$ cat src/include/fssr_pkg.sv
// Offsets, field positions, reset values, codes and carrier types of the status bank.
package fssr_pkg;

   // ****************************************************************
   // Register offsets on the 8-bit serial register index.
   // ****************************************************************
   localparam int unsigned ADDR_W = 8;
   localparam logic [7:0] OFS_POWER_STAGE = 8'hE0;
   localparam logic [7:0] OFS_CONTROLLER = 8'hE2;
   localparam logic [7:0] OFS_SUPPLY_SPEED = 8'hE4;
   localparam logic [7:0] OFS_SEQ_RATE = 8'hEA;
   localparam logic [7:0] OFS_BUS_POWER = 8'hEC;

   localparam logic [31:0] STATUS_RESET = 32'h0000_0000;

   // ****************************************************************
   // Power stage fault word.
   // ****************************************************************
   localparam int unsigned DRV_THERMAL_WARN_BIT = 23;
   localparam int unsigned DRV_THERMAL_SHUT_BIT = 22;
   localparam int unsigned DRV_OVERCURRENT_MSB = 21;
   localparam int unsigned DRV_OVERCURRENT_LSB = 16;
   localparam int unsigned DRV_OTP_ERROR_BIT = 14;
   localparam int unsigned DRV_STEPDOWN_OC_BIT = 13;
   localparam int unsigned DRV_STEPDOWN_UV_BIT = 12;
   localparam int unsigned DRV_CHARGE_PUMP_BIT = 11;

   // ****************************************************************
   // Controller fault word.
   // ****************************************************************
   localparam int unsigned CTL_ANY_FAULT_BIT = 31;
   localparam int unsigned CTL_POS_FREQ_BIT = 29;
   localparam int unsigned CTL_POS_T1_BIT = 28;
   localparam int unsigned CTL_POS_T2_BIT = 27;
   localparam int unsigned CTL_ABN_RATE_BIT = 23;
   localparam int unsigned CTL_SYNC_LOST_BIT = 22;
   localparam int unsigned CTL_NO_MOTOR_BIT = 21;
   localparam int unsigned CTL_ANY_LOCK_BIT = 20;
   localparam int unsigned CTL_CYCLE_LIM_BIT = 19;
   localparam int unsigned CTL_LOCK_LIM_BIT = 18;
   localparam int unsigned CTL_SUPPLY_LOW_BIT = 17;
   localparam int unsigned CTL_SUPPLY_HIGH_BIT = 16;
   localparam int unsigned CTL_WATCHDOG_BIT = 15;
   localparam int unsigned CTL_FAULT_LSB = 15;
   localparam int unsigned CTL_SELFTEST_EN_BIT = 2;
   localparam int unsigned CTL_SELFTEST_OK_BIT = 1;
   localparam int unsigned CTL_APP_RESET_BIT = 0;

   // ****************************************************************
   // System status words.
   // ****************************************************************
   localparam int unsigned SYS1_VOLT_LSB = 16;
   localparam int unsigned SYS1_SPEED_LSB = 1;
   localparam int unsigned SYS1_ENTRY_BIT = 0;
   localparam int unsigned SYS2_STATE_LSB = 28;
   localparam int unsigned SYS2_SELFTEST_FAIL_BIT = 17;
   localparam int unsigned SYS2_RATE_LSB = 0;
   localparam int unsigned SYS3_CURRENT_LSB = 16;
   localparam int unsigned SYS3_POWER_LSB = 0;

   // ****************************************************************
   // Sequencer state codes.
   // ****************************************************************
   localparam logic [3:0] SEQ_SYSTEM_IDLE = 4'h0;
   localparam logic [3:0] SEQ_START = 4'h1;
   localparam logic [3:0] SEQ_RUN = 4'h2;
   localparam logic [3:0] SEQ_INIT = 4'h3;
   localparam logic [3:0] SEQ_POSITION_DETECT = 4'h4;
   localparam logic [3:0] SEQ_ALIGN = 4'h5;
   localparam logic [3:0] SEQ_MOTOR_IDLE = 4'h6;
   localparam logic [3:0] SEQ_STOP = 4'h7;
   localparam logic [3:0] SEQ_FAULT = 4'h8;
   localparam logic [3:0] SEQ_DIRECTION = 4'h9;
   localparam logic [3:0] SEQ_SENSOR_ALIGN = 4'hA;
   localparam logic [3:0] SEQ_FREEWHEEL = 4'hC;
   localparam logic [3:0] SEQ_DECELERATE = 4'hD;
   localparam logic [3:0] SEQ_BRAKE = 4'hE;

   localparam int unsigned SYNC_STAGES = 3;

   // ****************************************************************
   // Carrier types.
   // ****************************************************************
   typedef struct packed {
      logic thermal_warning_flag;
      logic thermal_shutdown_flag;
      logic phase_c_high_switch_overcurrent;
      logic phase_c_low_switch_overcurrent;
      logic phase_b_high_switch_overcurrent;
      logic phase_b_low_switch_overcurrent;
      logic phase_a_high_switch_overcurrent;
      logic phase_a_low_switch_overcurrent;
      logic otp_storage_error;
      logic stepdown_overcurrent_flag;
      logic stepdown_undervoltage_flag;
      logic charge_pump_low_flag;
   } fssr_drv_in_type;

   typedef struct packed {
      logic position_detect_frequency_fault;
      logic position_detect_timing1_fault;
      logic position_detect_timing2_fault;
      logic abnormal_rate_lock;
      logic sync_lost_lock;
      logic absent_motor_lock;
      logic cycle_current_limit_fault;
      logic lock_current_limit_fault;
      logic motor_supply_low_fault;
      logic motor_supply_high_fault;
      logic host_watchdog_expired;
      logic selftest_enabled;
      logic selftest_passed;
      logic app_reset_ok;
   } fssr_ctl_in_type;

   typedef struct packed {
      logic [15:0] supply_voltage_tenths;
      logic [14:0] speed_request;
      logic serial_entry_flag;
      logic [3:0] sequencer_state;
      logic selftest_failed;
      logic [15:0] rotor_rate_tenths;
      logic [15:0] bus_current;
      logic [15:0] input_power;
   } fssr_sys_in_type;

   typedef struct packed {
      logic rd_en;
      logic wr_en;
      logic [ADDR_W-1:0] addr;
      logic [31:0] wr_data;
   } fssr_req_type;

endpackage : fssr_pkg

$ cat src/hw/fssr_pin_sync.sv
// Three-stage synchroniser that accepts a change once the last two stages agree.
`timescale 1ns/1ps
module fssr_pin_sync #(
   parameter int unsigned WIDTH = 1
) (
   input wire logic mclk,
   input wire logic reset,
   input wire logic [WIDTH-1:0] pin_in,
   output logic [WIDTH-1:0] level_out
);

   logic [WIDTH-1:0] stage1_q;
   logic [WIDTH-1:0] stage2_q;
   logic [WIDTH-1:0] stage3_q;
   logic [WIDTH-1:0] level_q;
   logic [WIDTH-1:0] agree;

   if (WIDTH < 1) begin : g_bad_width
      $error("fssr_pin_sync needs WIDTH of at least one");
   end

   always_ff @(posedge mclk) begin
      if (reset) begin
         stage1_q <= '0;
         stage2_q <= '0;
         stage3_q <= '0;
      end else begin
         stage1_q <= pin_in;
         stage2_q <= stage1_q;
         stage3_q <= stage2_q;
      end
   end

   assign agree = ~(stage2_q ^ stage3_q);

   always_ff @(posedge mclk) begin
      if (reset) begin
         level_q <= '0;
      end else begin
         level_q <= (level_q & ~agree) | (stage3_q & agree);
      end
   end

   assign level_out = level_q;

endmodule : fssr_pin_sync

$ cat src/hw/fssr_status_bank.sv
// Read-only fault and system status register bank with its register read port.
`timescale 1ns/1ps

// Behaviour
// - Bit 23 follows thermal warning level.
// - Bit 22 follows thermal shutdown level.
// - Bits 21-16 per-switch overcurrent, C-high first.
// - Bit 14 shows storage error.
// - Bits 13,12 step-down overcurrent and undervoltage.
// - Bit 11 shows charge pump low.
// - Controller bit 31 ORs all faults.
// - Bits 29-27 position detection faults.
// - Bits 23-21 motor lock kinds.
// - Bit 20 set when any lock fires.
// - Bits 19,18 current limit faults.
// - Bits 17,16 supply low and high.
// - Bit 15 shows watchdog expiry.
// - Bits 2,1 self-test enable and pass.
// - Bit 0 shows application reset success.
// - Supply voltage tenths in bits 31-16.
// - Speed request in bits 15-1.
// - Bit 0 shows serial mode entered.
// - Sequencer state code in bits 31-28.
// - Bit 17 shows self-test failure.
// - All registers read-only, zero after reset.
// - Rotor rate tenths in bits 15-0.
module fssr_status_bank (
   input wire logic mclk,
   input wire logic reset,
   input wire fssr_pkg::fssr_req_type bus_req,
   input wire fssr_pkg::fssr_drv_in_type drv_pin,
   input wire fssr_pkg::fssr_ctl_in_type ctl_in,
   input wire fssr_pkg::fssr_sys_in_type sys_in,
   output logic [31:0] rd_data,
   output logic rd_valid,
   output logic wr_ack,
   output logic addr_err
);

   // ****************************************************************
   // Declarations.
   // ****************************************************************
   fssr_pkg::fssr_drv_in_type drv_s;
   logic [31:0] drv_d, drv_q;
   logic [31:0] ctl_d, ctl_q;
   logic [31:0] sys1_d, sys1_q;
   logic [31:0] sys2_d, sys2_q;
   logic [31:0] sys3_d, sys3_q;
   logic [31:0] rd_mux;
   logic [31:0] rd_data_q;
   logic rd_valid_q;
   logic wr_ack_q;
   logic addr_err_q;
   logic any_lock;
   logic any_ctl_fault;

   function automatic logic is_mapped(input logic [fssr_pkg::ADDR_W-1:0] a);
      logic hit;
      hit = 1'b0;
      if (a == fssr_pkg::OFS_POWER_STAGE) begin
         hit = 1'b1;
      end else if (a == fssr_pkg::OFS_CONTROLLER) begin
         hit = 1'b1;
      end else if (a == fssr_pkg::OFS_SUPPLY_SPEED) begin
         hit = 1'b1;
      end else if (a == fssr_pkg::OFS_SEQ_RATE) begin
         hit = 1'b1;
      end else if (a == fssr_pkg::OFS_BUS_POWER) begin
         hit = 1'b1;
      end
      return hit;
   endfunction : is_mapped

   // ****************************************************************
   // Analog fault comparators arrive asynchronously and are synchronised.
   // ****************************************************************
   fssr_pin_sync #(
      .WIDTH($bits(fssr_pkg::fssr_drv_in_type))
   ) u_drv_sync (
      .mclk(mclk),
      .reset(reset),
      .pin_in(drv_pin),
      .level_out(drv_s)
   );

   // ****************************************************************
   // Next values of the status words.
   // ****************************************************************
   always_comb begin
      drv_d = fssr_pkg::STATUS_RESET;
      drv_d[fssr_pkg::DRV_THERMAL_WARN_BIT] = drv_s.thermal_warning_flag;
      drv_d[fssr_pkg::DRV_THERMAL_SHUT_BIT] = drv_s.thermal_shutdown_flag;
      drv_d[fssr_pkg::DRV_OVERCURRENT_MSB:fssr_pkg::DRV_OVERCURRENT_LSB] = {
         drv_s.phase_c_high_switch_overcurrent,
         drv_s.phase_c_low_switch_overcurrent,
         drv_s.phase_b_high_switch_overcurrent,
         drv_s.phase_b_low_switch_overcurrent,
         drv_s.phase_a_high_switch_overcurrent,
         drv_s.phase_a_low_switch_overcurrent};
      drv_d[fssr_pkg::DRV_OTP_ERROR_BIT] = drv_s.otp_storage_error;
      drv_d[fssr_pkg::DRV_STEPDOWN_OC_BIT] = drv_s.stepdown_overcurrent_flag;
      drv_d[fssr_pkg::DRV_STEPDOWN_UV_BIT] = drv_s.stepdown_undervoltage_flag;
      drv_d[fssr_pkg::DRV_CHARGE_PUMP_BIT] = drv_s.charge_pump_low_flag;
   end

   assign any_lock = ctl_in.abnormal_rate_lock | ctl_in.sync_lost_lock
      | ctl_in.absent_motor_lock;

   // Self-test and reset outcome bits are status, not faults, so they stay out of the summary.
   assign any_ctl_fault = ctl_in.position_detect_frequency_fault
      | ctl_in.position_detect_timing1_fault | ctl_in.position_detect_timing2_fault
      | any_lock | ctl_in.cycle_current_limit_fault | ctl_in.lock_current_limit_fault
      | ctl_in.motor_supply_low_fault | ctl_in.motor_supply_high_fault
      | ctl_in.host_watchdog_expired;

   always_comb begin
      ctl_d = fssr_pkg::STATUS_RESET;
      ctl_d[fssr_pkg::CTL_ANY_FAULT_BIT] = any_ctl_fault;
      ctl_d[fssr_pkg::CTL_POS_FREQ_BIT] = ctl_in.position_detect_frequency_fault;
      ctl_d[fssr_pkg::CTL_POS_T1_BIT] = ctl_in.position_detect_timing1_fault;
      ctl_d[fssr_pkg::CTL_POS_T2_BIT] = ctl_in.position_detect_timing2_fault;
      ctl_d[fssr_pkg::CTL_ABN_RATE_BIT] = ctl_in.abnormal_rate_lock;
      ctl_d[fssr_pkg::CTL_SYNC_LOST_BIT] = ctl_in.sync_lost_lock;
      ctl_d[fssr_pkg::CTL_NO_MOTOR_BIT] = ctl_in.absent_motor_lock;
      ctl_d[fssr_pkg::CTL_ANY_LOCK_BIT] = any_lock;
      ctl_d[fssr_pkg::CTL_CYCLE_LIM_BIT] = ctl_in.cycle_current_limit_fault;
      ctl_d[fssr_pkg::CTL_LOCK_LIM_BIT] = ctl_in.lock_current_limit_fault;
      ctl_d[fssr_pkg::CTL_SUPPLY_LOW_BIT] = ctl_in.motor_supply_low_fault;
      ctl_d[fssr_pkg::CTL_SUPPLY_HIGH_BIT] = ctl_in.motor_supply_high_fault;
      ctl_d[fssr_pkg::CTL_WATCHDOG_BIT] = ctl_in.host_watchdog_expired;
      ctl_d[fssr_pkg::CTL_SELFTEST_EN_BIT] = ctl_in.selftest_enabled;
      ctl_d[fssr_pkg::CTL_SELFTEST_OK_BIT] = ctl_in.selftest_passed;
      ctl_d[fssr_pkg::CTL_APP_RESET_BIT] = ctl_in.app_reset_ok;
   end

   always_comb begin
      sys1_d = fssr_pkg::STATUS_RESET;
      sys1_d[fssr_pkg::SYS1_VOLT_LSB +: 16] = sys_in.supply_voltage_tenths;
      sys1_d[fssr_pkg::SYS1_SPEED_LSB +: 15] = sys_in.speed_request;
      sys1_d[fssr_pkg::SYS1_ENTRY_BIT] = sys_in.serial_entry_flag;
   end

   always_comb begin
      sys2_d = fssr_pkg::STATUS_RESET;
      sys2_d[fssr_pkg::SYS2_STATE_LSB +: 4] = sys_in.sequencer_state;
      sys2_d[fssr_pkg::SYS2_SELFTEST_FAIL_BIT] = sys_in.selftest_failed;
      sys2_d[fssr_pkg::SYS2_RATE_LSB +: 16] = sys_in.rotor_rate_tenths;
   end

   always_comb begin
      sys3_d = fssr_pkg::STATUS_RESET;
      sys3_d[fssr_pkg::SYS3_CURRENT_LSB +: 16] = sys_in.bus_current;
      sys3_d[fssr_pkg::SYS3_POWER_LSB +: 16] = sys_in.input_power;
   end

   // ****************************************************************
   // Status words track their sources; only reset loads them otherwise.
   // ****************************************************************
   always_ff @(posedge mclk) begin
      if (reset) begin
         drv_q <= fssr_pkg::STATUS_RESET;
      end else begin
         drv_q <= drv_d;
      end
   end

   always_ff @(posedge mclk) begin
      if (reset) begin
         ctl_q <= fssr_pkg::STATUS_RESET;
      end else begin
         ctl_q <= ctl_d;
      end
   end

   always_ff @(posedge mclk) begin
      if (reset) begin
         sys1_q <= fssr_pkg::STATUS_RESET;
         sys2_q <= fssr_pkg::STATUS_RESET;
         sys3_q <= fssr_pkg::STATUS_RESET;
      end else begin
         sys1_q <= sys1_d;
         sys2_q <= sys2_d;
         sys3_q <= sys3_d;
      end
   end

   // ****************************************************************
   // Register read port. Writes without a read are acknowledged; all writes are discarded.
   // ****************************************************************
   always_comb begin
      rd_mux = fssr_pkg::STATUS_RESET;
      if (bus_req.addr == fssr_pkg::OFS_POWER_STAGE) begin
         rd_mux = drv_q;
      end else if (bus_req.addr == fssr_pkg::OFS_CONTROLLER) begin
         rd_mux = ctl_q;
      end else if (bus_req.addr == fssr_pkg::OFS_SUPPLY_SPEED) begin
         rd_mux = sys1_q;
      end else if (bus_req.addr == fssr_pkg::OFS_SEQ_RATE) begin
         rd_mux = sys2_q;
      end else if (bus_req.addr == fssr_pkg::OFS_BUS_POWER) begin
         rd_mux = sys3_q;
      end
   end

   always_ff @(posedge mclk) begin
      if (reset) begin
         rd_data_q <= fssr_pkg::STATUS_RESET;
         rd_valid_q <= 1'b0;
      end else begin
         rd_valid_q <= bus_req.rd_en;
         if (bus_req.rd_en) begin
            rd_data_q <= rd_mux;
         end
      end
   end

   // No path leads from wr_data into any status word.
   always_ff @(posedge mclk) begin
      if (reset) begin
         wr_ack_q <= 1'b0;
      end else begin
         wr_ack_q <= bus_req.wr_en & ~bus_req.rd_en;
      end
   end

   // Unmapped accesses read zero and raise a one-cycle error pulse.
   always_ff @(posedge mclk) begin
      if (reset) begin
         addr_err_q <= 1'b0;
      end else begin
         addr_err_q <= (bus_req.rd_en | bus_req.wr_en) & ~is_mapped(bus_req.addr);
      end
   end

   assign rd_data = rd_data_q;
   assign rd_valid = rd_valid_q;
   assign wr_ack = wr_ack_q;
   assign addr_err = addr_err_q;

   // ****************************************************************
   // Checks.
   // ****************************************************************
   logic [5:0] ocp_pin;
   assign ocp_pin = {drv_pin.phase_c_high_switch_overcurrent, drv_pin.phase_c_low_switch_overcurrent,
      drv_pin.phase_b_high_switch_overcurrent, drv_pin.phase_b_low_switch_overcurrent,
      drv_pin.phase_a_high_switch_overcurrent, drv_pin.phase_a_low_switch_overcurrent};
endmodule : fssr_status_bank

$ cat config.mk
export PLATFORM = sky130hd
export DESIGN_NAME = fssr_status_bank
export DESIGN_NICKNAME = d
export VERILOG_FILES = /design/src/include/fssr_pkg.sv /design/src/hw/fssr_pin_sync.sv /design/src/hw/fssr_status_bank.sv
export SDC_FILE = /design/constraint.sdc
export NUM_CORES = 1
export LEC_CHECK = 0
export BUFFER_PORTS_ARGS = -buffer_cell sky130_fd_sc_hd__buf_2
export CELL_PAD_IN_SITES_DETAIL_PLACEMENT = 0
export CELL_PAD_IN_SITES_GLOBAL_PLACEMENT = 1
export CORE_ASPECT_RATIO = 0.75
export CORE_UTILIZATION = 44
export CTS_BUF_LIST = sky130_fd_sc_hd__clkbuf_2 sky130_fd_sc_hd__clkbuf_4 sky130_fd_sc_hd__clkbuf_8
export DETAILED_ROUTE_END_ITERATION = 12
export PLACE_DENSITY_LB_ADDON = 0.3
export SLEW_MARGIN = 20
export SYNTH_ARGS = -nofsm -noshare
export SYNTH_HDL_FRONTEND = slang
export SYNTH_SLANG_ARGS = --single-unit
$ cat constraint.sdc
create_clock -name mclk -period 2.28 [get_ports mclk]
set_input_delay 0.342 -clock mclk [delete_from_list [all_inputs] [get_ports mclk]]
set_output_delay 0.342 -clock mclk [all_outputs]
set_load 0.01 [all_outputs]
==> results.txt <==
WL per Instance - 14.2 um
Top-count cell post-synth - dfxtp_1
Die height - 108 um
CTS Sinks - 196
Initial antenna violation count - 0
Worst Hold Class - in2reg
Core Footprint - 14500 um^2
Worst Tran Pin Value - 641 ps
Asr flop ratio synth - 0%
Post-route cell area - 7950 um^2
Final min period - 1500 ps
Top post-synthesis cells by count - 196 x dfxtp_1, 152 x nor2b_1, 36 x a21oi_1, 36 x o21ai_0, 35 x nand2_1
Area occupied by multi-input gates - 2400 um^2
Slowest cell on crit path - or3b_4
Drt total wl - 14.1 mm
Peak-usage layer in the global routing report - met2
Layout area overhead - 21.3%
Grt met3 use - 5.29%
Final hold vios - 0
GP Congestion - 0.824
Cell Chain, Critical Path - buf_2 -> or3b_4 -> or3_1 -> o21ai_0 -> o21ai_0
Max_cap viols - 0
Top_reg_cell synth - dfxtp_1
Number of global-route vias before repair - 4447
Rel. slew slack - 57.1%
Dpl cell area - 7520 um^2
Largest stage delay, worst path - 500 ps
Post-CTS sizing - 0
Unrepaired setup endpoints after global routing - false
Remaining DRCs - 0
Max Fanout on Critical Path - 11
Filler Cells Inserted - 1358
CP required - 2630 ps
Initial Utilization - 45.2%
Synthesized Nets - 785
Worst Path Arrival - 1850 ps
Final worst-path cycle share - 65.9%
Share of layout cells above drive strength 1 - 26.5%
Avg Cell Area, Syn - 10.4 um^2
Max-slew violation count - 0
CTS root buf - clkbuf_8
Setup TNS - 0 ps
Cts hold-fix bufs - 0
I/O Buffers - 157
Layout Skew - 12.0 ps
Clock Latency Late Sink - 460 ps
Die area - 15400 um^2
Post-CTS Setup Bufs - 0
Register area - 3920 um^2
Vias per cell - 4.70
Reg clk slew, reported paths - 90 ps
Number of buffers created by CTS - 17
CP Launch Type - primary input
Routed Antenna Nets - 0
Vias - 4659
Crit. End Element - register
First-pass GRT wire length - 21.9 mm
Status - finished clean
Iter 0 DRT Violations - 269
Power per cell area - 800 nW/um^2
ANT cells - 0
Post-synth EDFFs - 0
Mapped Cells - 630
Cell Rows - 38
FF+latch count, synth - 196
Max VDD drop - 366 uV
Nets - 933
Area fraction of the dominant cell type after synthesis - 59.8%
IO Count - 190
Main area contributors after synthesis - dfxtp_1 60%, nor2b_1 15%, mux2i_1 3.2%
Library cells used by synthesis - 44
DR pass1 iterations - 4
Register area share after synthesis - 59.8%
Endpoints failing setup - 0
Mapped cell area - 6560 um^2
Post-synth top area cell - dfxtp_1
Total track usage - 18.9%
H-tree Lvls - 4
WS Path Type - in2reg
Die Width - 143 um
Pleak - 3.31 nW
CTS tree - yes
FMAX - 666 MHz
Detailed Place HPWL - 9.93 mm
Synth warn - 0
GRT met1 Usage - 26.0%
Met2 layer usage reported by global route - 28.2%
CP dominant cell by count - o21ai_0
Clock Tree Buf Depth - 2
Largest net degree at the start of global routing - 139
Grt total ovfl - 0
-- cells in the final DEF, fill, tap and decap left out, drive strengths merged, types with 2 or more instances in the layout --
| cell type | synthesis | layout |
|---|---|---|
| nand2 | 35 | 35 |
| bufinv | 0 | 3 |
| or3b | 2 | 2 |
| dfxtp | 196 | 196 |
| a311oi | 6 | 6 |
| nor4 | 3 | 3 |
| o211ai | 5 | 5 |
| nor2b | 152 | 152 |
| buf | 13 | 170 |
| inv | 13 | 14 |
| nand3 | 4 | 4 |
| nand2b | 6 | 6 |
| nor4b | 2 | 2 |
| nor3 | 3 | 3 |
| clkbuf | 28 | 21 |
| clkinvlp | 0 | 2 |
| nor2 | 20 | 20 |
| a211oi | 7 | 7 |
| o21ai | 37 | 37 |
| or3 | 2 | 2 |
| o2bb2ai | 11 | 11 |
| mux2i | 21 | 21 |
| a32o | 6 | 6 |
| clkinv | 0 | 5 |
| a22oi | 7 | 7 |
| mux2 | 3 | 3 |
| a21oi | 36 | 36 |
-- path summary, 6_finish.rpt --
path | slack [ps] | endpoint | start | depth (start not counted)
max | 780 | rd_data[3] | bus_req[32] | 5
min | 90 | u_drv_sync.stage1_q[9] | drv_pin[9] | 2
max reg2reg | 1190 | rd_data[21] | sys3_q[21] | 4
min reg2reg | 440 | u_drv_sync.stage2_q[8] | u_drv_sync.stage1_q[8] | 1
-- where the power goes --
group,switching [W],internal [W]
sequential,0.0000407,0.00356
combinational,0.000220,0.000208
clock,0.00117,0.00117
-- flip-flops by register name (all words and copies together) (netlist names), named ones only --
signal	count
rd_valid	1
addr_err	1
rd_data	32
sys1_q	32
sys2_q	21
sys3_q	32
wr_ack	1
drv_q	12
u_drv_sync.stage1_q	12
u_drv_sync.stage3_q	12
u_drv_sync.stage2_q	12
ctl_q	16
-- per-stage QoR --
step | power [W] | std cells | utilization, % | hold WS (ps) | worst slack, ps
after floorplan | 0.00392 | 630 | - | 414 | 641
after global placement | 0.00409 | 959 | 51.9 | 418 | 354
after detailed placement | 0.00411 | 959 | 51.9 | 426 | 314
after CTS | 0.00644 | 991 | 54.8 | 54.8 | 815
after global routing | 0.00662 | 991 | 54.8 | 57.2 | 725
final | 0.00636 | 991 | 54.8 | 85.8 | 778
-- area by class of cell --
class	instances	area share, %
Multi-Input combinational cell	380	30.2
Sequential cell	196	49.4
Inverter	13	0.614
Timing Repair Buffer	170	11.3
Clock buffer	21	3.48
Tap cell	200	3.15
Clock inverter	11	1.89
-- kinds of logic (layout without fill, tap and decap cells) --
| kind of cell | after synthesis | count (layout) | synth area share [%] |
|---|---|---|---|
| simple gates | 235 | 235 | 21.1 |
| mux | 24 | 24 | 3.72 |
| buf+inv | 54 | 215 | 3.57 |
| compound gates | 121 | 121 | 11.8 |
| flops | 196 | 196 | 59.8 |
-- per-layer routing --
metal | share of wire [%] | wire length, um | vias up
met5 | 0 | 0 | -
met4 | 1.1 | 155 | 0
met3 | 6.5 | 911 | 12
met2 | 42 | 5970 | 134
met1 | 50 | 7060 | 2129
li1 | - | - | 2384
-- worst max-delay path: cells and delay by family --
kind | cells | cell delay [ps]
AO/OA/AOI/OAI | 2 | 320
buffers and inverters | 1 | 180
AND/OR/NAND/NOR | 2 | 1000
Power figures use the tool's default switching activity.
